**config.mk**
```make
export PLATFORM = sky130hd
export DESIGN_NAME = accel_sensor_register_bank
export DESIGN_NICKNAME = d
export VERILOG_FILES = /design/src/logic/accel_pkg.sv /design/src/logic/result_store.sv /design/src/logic/accel_sensor_register_bank.sv
export VERILOG_INCLUDE_DIRS = /design/src /design/src/logic
export SDC_FILE = /design/constraint.sdc
export NUM_CORES = 1
export LEC_CHECK = 0
export ABC_AREA = 0
export BUFFER_PORTS_ARGS = -buffer_cell sky130_fd_sc_hd__clkbuf_2
export CAP_MARGIN = 20
export CORE_UTILIZATION = 57
export DETAILED_ROUTE_END_ITERATION = 7
export GPL_TIMING_DRIVEN = 0
export PLACE_DENSITY = 0.9
export SLEW_MARGIN = 15
export SYNTH_ARGS = -nofsm -noshare
export SYNTH_HDL_FRONTEND = slang
export SYNTH_SLANG_ARGS = --single-unit
```
**constraint.sdc**
```tcl
create_clock -name clk_sys -period 4.6 [get_ports clk_sys]
set_clock_uncertainty 0.1 [all_clocks]
set_input_delay 0.92 -clock clk_sys [delete_from_list [all_inputs] [get_ports clk_sys]]
set_output_delay 0.92 -clock clk_sys [all_outputs]
set_load 0.05 [all_outputs]
```
**src/logic/accel_params.svh**
```systemverilog
// Constants for the accelerometer register bank: offsets, fields, resets.
// Assumes inclusion by bare name; the guard makes a repeat harmless.
`ifndef ACCEL_PARAMS_SVH
`define ACCEL_PARAMS_SVH

// Register offsets, two-wire numbering
`define X_HIGH_ADDR 4'h0
`define AUX_LOW_ADDR 4'h7
`define KEY_ADDR 4'ha
`define RBC_ADDR 4'hc
`define PSC_ADDR 4'hd
// Four-wire address bit that selects a read
`define SPI_READ_BIT 7
// Reload key pattern
`define CAL_KEY 8'hca
// Reset values and writable masks of the two control registers
`define RBC_RESET 8'he1
`define RBC_MASK 8'he3
`define PSC_RESET 8'h40
`define PSC_MASK 8'he0
// Field positions in the power register
`define PSC_STRETCH_BIT 7
`define PSC_ENABLE_BIT 6
`define PSC_SELFTEST_BIT 5
// Sensitivity in counts per g by range code
`define CNT_8G 10'd205
`define CNT_6G 10'd273
`define CNT_4G 10'd410
`define CNT_2G 10'd819
// Filter corners in Hz, zero meaning no filter
`define HZ_NONE 11'd0
`define HZ_2000 11'd2000
`define HZ_1000 11'd1000
`define HZ_500 11'd500
`define HZ_100 11'd100
`define HZ_50 11'd50

`endif

```
**src/logic/accel_pkg.sv**
```systemverilog
// Types and decode helpers shared by the accelerometer register bank.
// Assumes the constants header sits beside it.
package accel_pkg;
`include "accel_params.svh"

    // Whole state of the register bank
    typedef struct packed {
        logic [7:0] range_bw;
        logic [7:0] power_st;
        logic [3:0] ptr;
        logic rd_pend;
        logic [3:0] rd_ptr;
        logic [7:0] rd_data;
        logic rd_valid;
        logic cal_reload;
        logic por_pend;
        logic scl_o;
        logic scl_oe_n;
        logic [9:0] counts;
        logic [10:0] corner;
        logic st_active;
        logic standby;
    } bank_s;

    // Sensitivity for a range code
    function automatic logic [9:0] range_counts(input logic [1:0] code);
        case (code)
            2'b00: range_counts = `CNT_8G;
            2'b01: range_counts = `CNT_6G;
            2'b10: range_counts = `CNT_4G;
            default: range_counts = `CNT_2G;
        endcase
    endfunction

    // Filter corner for a bandwidth code
    function automatic logic [10:0] bw_corner(input logic [2:0] code);
        case (code)
            3'b000: bw_corner = `HZ_NONE;
            3'b100: bw_corner = `HZ_1000;
            3'b101: bw_corner = `HZ_500;
            3'b110: bw_corner = `HZ_100;
            3'b111: bw_corner = `HZ_50;
            default: bw_corner = `HZ_2000;
        endcase
    endfunction
endpackage

```
**src/logic/result_store.sv**
```systemverilog
// Small memory holding the latest conversion result of each channel.
// Assumes one writer and one reader per cycle; read data is registered.
`timescale 1ns/1ns
module result_store #(
    parameter int DEPTH = 4,
    parameter int WIDTH = 12
) (
    input wire logic clk_sys,
    input wire logic rst,
    input wire logic wr_en,
    input wire logic [$clog2(DEPTH)-1:0] wr_idx,
    input wire logic [WIDTH-1:0] wr_data,
    input wire logic [$clog2(DEPTH)-1:0] rd_idx,
    output logic [WIDTH-1:0] rd_data
);
    // Entries and the read register in one record
    typedef struct packed {
        logic [DEPTH-1:0][WIDTH-1:0] mem;
        logic [WIDTH-1:0] rdata;
    } store_s;

    store_s st_reg; // Current contents
    store_s st_next; // Next contents

    // Read returns the old word when it meets a write to the same entry
    always_comb begin
        st_next = st_reg;
        st_next.rdata = st_reg.mem[rd_idx];
        if (wr_en) begin
            st_next.mem[wr_idx] = wr_data;
        end
    end

    // Results read as zero until the first conversion lands
    always_ff @(posedge clk_sys or posedge rst) begin
        if (rst) begin
            st_reg <= '0;
        end else begin
            st_reg <= st_next;
        end
    end

    assign rd_data = st_reg.rdata;
endmodule // result_store

```
**src/logic/accel_sensor_register_bank.sv**
```systemverilog
// Register bank of a three-axis accelerometer behind its serial front end.
// Assumes the front end hands over whole address and data bytes.
//
// Contract
// - X high byte holds result bits 11..4
// - X low byte holds bits 3..0 on top
// - Y result split into high and low bytes
// - Z result split into high and low bytes
// - Auxiliary result split into high, low bytes
// - Four-wire read address sets bit seven
// - Key write reloads calibration values
// - Calibration reload also happens after reset
// - Range control resets e1, bits 4..2 zero
// - Range code picks full scale and sensitivity
// - Bandwidth code picks filter corner
// - Power control resets 40, bits 4..0 zero
// - Self-test active when enabled and set
// - Enable bit low means low-power standby
// - Stretch bit holds two-wire clock during conversion
// - Control writes at bit seven clear
// - Four-wire address bit seven gives direction, MSB first; two-wire takes it from bus framing
// - Reads auto-increment through results then controls
`timescale 1ns/1ns
`include "accel_params.svh"
module accel_sensor_register_bank
    import accel_pkg::*;
(
    input wire logic clk_sys,
    input wire logic rst,
    input wire logic spi_mode, // High selects four-wire addressing
    input wire logic chip_select_n, // Four-wire select, active low
    input wire logic cmd_valid, // One-cycle pulse: address byte, and data if writing
    input wire logic cmd_write, // Two-wire direction from bus framing
    input wire logic [7:0] cmd_addr,
    input wire logic [7:0] cmd_wdata,
    input wire logic read_next, // One-cycle pulse: next byte of a read
    input wire logic conv_done, // One-cycle pulse: a result is ready
    input wire logic [1:0] conv_channel, // 0 x, 1 y, 2 z, 3 auxiliary
    input wire logic [11:0] conv_result,
    input wire logic conv_busy, // Conversion in progress
    input wire logic scl_i,
    output logic scl_o,
    output logic scl_oe_n,
    output logic [7:0] rd_data,
    output logic rd_valid,
    output logic cal_reload,
    output logic [1:0] range_sel,
    output logic [9:0] counts_per_g,
    output logic [2:0] bandwidth_sel,
    output logic [10:0] corner_hz,
    output logic self_test_active,
    output logic standby
);
    bank_s s_reg; // Registered state
    bank_s s_next; // Next state
    logic [11:0] res_word; // Stored result for the pointed channel
    logic cs_ok; // Access allowed this cycle
    logic is_wr; // Access is a write
    logic [7:0] reg_addr; // Address with direction bit removed
    logic in_map; // Address falls in the four-bit map
    logic [3:0] fmt_ptr; // Register being formatted
    logic [7:0] fmt_byte; // Byte value of that register

    // Conversion results live in their own small memory
    // The store reads one pointer ahead so the byte is ready a cycle later
    result_store #(
        .DEPTH(4),
        .WIDTH(12)
    ) u_store (
        .clk_sys(clk_sys),
        .rst(rst),
        .wr_en(conv_done),
        .wr_idx(conv_channel),
        .wr_data(conv_result),
        .rd_idx(s_next.rd_ptr[2:1]),
        .rd_data(res_word)
    );

    // Auto-increment order: results, then range control, then power
    // Gap slots walk up to the controls; anything past them wraps
    function automatic logic [3:0] step_ptr(input logic [3:0] p);
        if (p == `AUX_LOW_ADDR) begin
            step_ptr = `RBC_ADDR;
        end else if (p >= `PSC_ADDR) begin
            step_ptr = `X_HIGH_ADDR; // Wraps to the start
        end else begin
            step_ptr = p + 4'h1;
        end
    endfunction

    // Address decode for both bus modes
    always_comb begin
        // Two-wire accesses count as always selected
        cs_ok = ~spi_mode | ~chip_select_n;
        if (spi_mode) begin
            is_wr = ~cmd_addr[`SPI_READ_BIT];
            reg_addr = {1'b0, cmd_addr[6:0]};
        end else begin
            // Two-wire framing already carried the direction
            is_wr = cmd_write;
            reg_addr = cmd_addr;
        end
        // Only the low sixteen addresses exist
        in_map = (reg_addr[7:4] == 4'h0);
    end

    // Byte format of the register read last cycle
    always_comb begin
        fmt_ptr = s_reg.rd_ptr;
        // Gap slots and parked reads fall through to zero
        fmt_byte = 8'h00;
        if (fmt_ptr <= `AUX_LOW_ADDR) begin
            // Odd offsets are low bytes, even ones high
            if (fmt_ptr[0]) begin
                fmt_byte = {res_word[3:0], 4'h0};
            end else begin
                fmt_byte = res_word[11:4];
            end
        // Controls read back as stored, reserved bits zero
        end else if (fmt_ptr == `RBC_ADDR) begin
            fmt_byte = s_reg.range_bw;
        end else if (fmt_ptr == `PSC_ADDR) begin
            fmt_byte = s_reg.power_st;
        end
    end

    // Next state of the whole bank
    always_comb begin
        s_next = s_reg;
        // Pulses last one cycle unless set again below
        s_next.cal_reload = 1'b0;
        s_next.rd_valid = 1'b0;
        s_next.rd_pend = 1'b0;
        // Power-up reload fires once after reset
        if (s_reg.por_pend) begin
            s_next.cal_reload = 1'b1;
            s_next.por_pend = 1'b0;
        end
        // Accesses from the front end
        if (cmd_valid && cs_ok) begin
            if (is_wr) begin
                // A wrong pattern is dropped without trace
                if (in_map && reg_addr[3:0] == `KEY_ADDR && cmd_wdata == `CAL_KEY) begin
                    s_next.cal_reload = 1'b1;
                end
                // Masking keeps reserved bits reading zero
                if (in_map && reg_addr[3:0] == `RBC_ADDR) begin
                    s_next.range_bw = cmd_wdata & `RBC_MASK;
                end
                // Stretch, enable and self-test share one byte
                if (in_map && reg_addr[3:0] == `PSC_ADDR) begin
                    s_next.power_st = cmd_wdata & `PSC_MASK;
                end
            end else begin
                // Off-map reads park on an empty slot that reads zero
                s_next.ptr = in_map ? reg_addr[3:0] : 4'hf;
                s_next.rd_ptr = s_next.ptr;
                s_next.rd_pend = 1'b1;
            end
        end else if (read_next && cs_ok) begin
            // Next byte walks on from the last pointer
            s_next.ptr = step_ptr(s_reg.ptr);
            s_next.rd_ptr = s_next.ptr;
            s_next.rd_pend = 1'b1;
        end
        // Read data leaves one cycle after the store answers
        if (s_reg.rd_pend) begin
            // Data then holds until the next answer
            s_next.rd_data = fmt_byte;
            s_next.rd_valid = 1'b1;
        end
        // Decoded controls follow the registers
        // Decoding the next value keeps outputs in step with the bits
        s_next.counts = range_counts(s_next.range_bw[1:0]);
        s_next.corner = bw_corner(s_next.range_bw[7:5]);
        s_next.st_active = s_next.power_st[`PSC_SELFTEST_BIT]
            & s_next.power_st[`PSC_ENABLE_BIT];
        s_next.standby = ~s_next.power_st[`PSC_ENABLE_BIT];
        // Clock held only in two-wire mode; it drops when conv_busy falls or the stretch bit clears
        s_next.scl_oe_n = ~(s_reg.power_st[`PSC_STRETCH_BIT] & ~spi_mode
            & conv_busy);
        // Only ever pulls low; the line's pull-up lifts it
        s_next.scl_o = 1'b0;
    end

    // Single state register with constant reset values
    // Reset leaves the power-up reload pending
    always_ff @(posedge clk_sys or posedge rst) begin
        if (rst) begin
            s_reg <= '{
                range_bw: `RBC_RESET,
                power_st: `PSC_RESET,
                ptr: 4'h0,
                rd_pend: 1'b0,
                rd_ptr: 4'h0,
                rd_data: 8'h00,
                rd_valid: 1'b0,
                cal_reload: 1'b0,
                por_pend: 1'b1,
                scl_o: 1'b0,
                scl_oe_n: 1'b1,
                counts: `CNT_6G,
                corner: `HZ_50,
                st_active: 1'b0,
                standby: 1'b0
            };
        end else begin
            s_reg <= s_next;
        end
    end

    // Outputs straight from the state register
    // Control fields leave as the stored bits
    assign scl_o = s_reg.scl_o;
    assign scl_oe_n = s_reg.scl_oe_n;
    assign rd_data = s_reg.rd_data;
    assign rd_valid = s_reg.rd_valid;
    assign cal_reload = s_reg.cal_reload;
    assign range_sel = s_reg.range_bw[1:0];
    assign counts_per_g = s_reg.counts;
    assign bandwidth_sel = s_reg.range_bw[7:5];
    assign corner_hz = s_reg.corner;
    assign self_test_active = s_reg.st_active;
    assign standby = s_reg.standby;

    // Helper: marks the first cycle after reset
    // Used by the power-up reload check and the key-miss check
    logic first_reg;
    always_ff @(posedge clk_sys or posedge rst) begin
        if (rst) begin
            first_reg <= 1'b1;
        end else begin
            first_reg <= 1'b0;
        end
    end
endmodule // accel_sensor_register_bank

```
==> flow_summary_export.csv <==
group,metric,value,unit
run_status,status,"completed",
yosys,synth.most_common_cell,"dfrtp_1",
yosys,synth_cell_types,58,
power_and_ir_drop,ir_drop,299.1,uV
routing,dr.max_layer_used,"met4",
floorplan,coreArea,0.008382,mm^2
clock_tree,cts_hold_buf,0,
placed_design,dp.cells,620,
yosys,synth_top_cells_by_area,"dfrtp_1, mux2_2, dfstp_2, buf_4, o21ai_0",
critical_path,worst_ep_required_time,4.72,ns
yosys,ys_ff_latch,104,
placed_design,portBuffers,74,
yosys,async_reset_ff_share,100.0,%
routing,wl_met1,4172,um
grt,antenna_found_initial,0,
clock_tree,clock_sinks,104,
timing,max_clock_freq,0.3090,GHz
cells_and_area,antenna_cells,0,
grt,grt_pass1_wl,18280,um
routing,postRouteAntennaNets,0,
placed_design,dp_hpwl,7873,um
clock_tree,postCtsSetupRepairBufs,0,
floorplan,die-area,0.009190,mm^2
power_and_ir_drop,power.density,428.4,mW/mm^2
cells_and_area,nets,569,
routing,met2_length,5793,um
clock_tree,cts_buffer_depth,2,
critical_path,reg2reg_slack,1.36,ns
cells_and_area,fillers,629,
cells_and_area,regArea,0.002618,mm^2
routing,post_drt_wl_per_cell,17.47,um
timing,setup-violations-final,0,
cells_and_area,drive_gt1_share,40.11,%
grt,grt-ovfl-total,0,
critical_path,path_cells,"buf_1, inv_1, ha_1, or3b_1, a31oi_1, a2bb2o_1, clkbuf_1, o21ai_0, a32oi_1",
floorplan,rows,33,
routing,vias,3770,
timing,hold_viol_final,0,
timing,slew_viol_final,0,
yosys,synth_edf_count,0,
clock_tree,cts-htree-levels,3,
clock_tree,cts.clk_slew.worst_paths,0.10,ns
routing,firstDrtPassIters,5,
cells_and_area,stdcell_count,636,
yosys,synth_top_cell_by_area,"dfrtp_1",
timing,period_minus_slack,3.236,ns
critical_path,critPathBufInv,3,
yosys,synth_flop_cell,"dfrtp_1",
grt,track_usage,26.81,%
timing,worst_pin_slew,0.7614,ns
floorplan,die_width,95.87,um
floorplan,num_io_pins,80,
critical_path,cp_top_family,"compound AO/OA/AOI/OAI gates",
job,cap_violations,0,
cells_and_area,multi_input_area,0.001966,mm^2
critical_path,cp_max_fo,10,
routing,route.final.wire_length,11110,um
timing,whs,0.3928,ns
yosys,yosys_warnings,0,
clock_tree,cts_resized,0,
floorplan,die-height,95.87,um
critical_path,cp-start-kind,"flip-flop",
hold_path,hold_class,"reg -> reg",
clock_tree,numCtsBuffers,9,
timing,rsz0062_at_grt,"no",
routing,dr_wl_met3,812,um
routing,vias_per_cell,5.928,
clock_tree,clk_latency,0.37,ns
yosys,synthesis.area,0.005022,mm^2
routing,drc,0,
yosys,synth.top_cell.area_share,45.84,%
timing,finalCritPeriodShare,70.35,%
critical_path,max_stage_delay,0.44,ns
clock_tree,cts_tree,"done",
critical_path,cp-end-kind,"flip-flop",
grt,grt_pass1_vias,3878,
critical_path,cp.arrival,3.36,ns
critical_path,cp_slowest_cell,"dfrtp_1",
routing,drt_iter0_drc,192,
placed_design,gp_congestion,0.9121,
yosys,postSynthAreaPerCell,11.47,um^2
yosys,syn_inst,438,
critical_path,crit_type,"reg -> reg",
grt,grt_max_degree,64,
yosys,synth_common_cells,"dfrtp_1, mux2_2, o21ai_0",
timing,setup_ws,1.364,ns
clock_tree,cts-root-buf,"clkbuf_8",
timing,slew_headroom,49.24,%
placed_design,dp_slack,1.463,ns
yosys,yosysSeqAreaShare,52.12,%
cells_and_area,largest_reg_flops,48,
cells_and_area,synthToLayoutAreaGrowth,15.12,%
power_and_ir_drop,leakage,2.713,nW
floorplan,start_util,59.92,%
worst reg2reg max path, stage by stage (launching register included):
cell and delay, ns:
dfrtp_1 0.44, buf_1 0.32, inv_1 0.21, ha_1 0.21, or3b_1 0.34, a31oi_1 0.33, a2bb2o_1 0.42, clkbuf_1 0.28
o21ai_0 0.28, a32oi_1 0.17
through the flow:
step / util [%] / instance area (um^2) / TNS, ns / total power (W)
detailed placement: 66.26 / 5554 / 0 / 0.001843
CTS: 68.98 / 5782 / 0 / 0.002477
floorplan: - / 5030 / 0 / 0.001659
global placement: 65.99 / 5532 / -1.778 / 0.001805
global route: 68.98 / 5782 / 0 / 0.002598
finish: 68.98 / 5782 / 0 / 0.002477
layout make-up:
cell class / instances / share of cell area [%]
sequential: 104 / 45.27
multi-input combinational: 257 / 34.00
timing repair buffer: 75 / 6.752
buffer: 60 / 6.492
tap: 105 / 2.272
clock buffer: 9 / 2.142
clock inverter: 7 / 1.796
inverter: 19 / 1.277
per-layer routing:
layer,vias up,global-route usage (%)
met5,-,0
met4,0,13.93
met3,31,5.134
met2,177,48.10
met1,1849,30.26
li1,1713,-
power by group:
group | leakage (nW) | internal [W] | switching (W)
logic | 1.37 | 0.000265 | 0.000408
clock network | 0.108 | 0.000312 | 0.000323
registers | 1.23 | 0.00108 | 0.0000867
total | 2.71 | 0.00166 | 0.000818
worst paths after layout:
check                           start                 end  cells past startpoint
hold reg to reg            rd_data[5]          rd_data[5]                      1
setup / recovery            s_reg[41]  u_store.rd_data[3]                      9
setup reg to reg            s_reg[41]  u_store.rd_data[3]                      9
min in group asynchronous         rst  u_store.st_reg[48]                      2
max in group asynchronous         rst           s_reg[51]                      3
hold / removal             rd_data[5]          rd_data[5]                      1
layout by cell type, fill, tap and decap left out, types with 5 or more instances in the layout:
| cell type | netlist | layout |
|---|---|---|
| dfstp_2 | 12 | 12 |
| mux2_2 | 54 | 54 |
| o21ai_0 | 42 | 42 |
| buf_1 | 7 | 7 |
| nand3_1 | 23 | 23 |
| nand2_1 | 16 | 16 |
| buf_4 | 36 | 36 |
| inv_1 | 18 | 17 |
| buf_2 | 6 | 6 |
| dfrtp_1 | 92 | 92 |
| nor2_1 | 14 | 14 |
| clkbuf_2 | 0 | 74 |
| mux2i_1 | 9 | 9 |
| a21oi_1 | 7 | 7 |
| clkbuf_1 | 10 | 10 |
| clkbuf_8 | 0 | 9 |
| a32oi_1 | 24 | 24 |
| nor2b_1 | 5 | 5 |
logic make-up after synthesis:
family          synth area share, %
fa+ha+maj                    0.7475
other cells                 0.07467
buf+inv                       8.894
xor+xnor                     0.3488
simple gates                  8.695
flops                         52.12
mux                           15.22
compound gates                13.90
(Power assumes the default switching activity.)
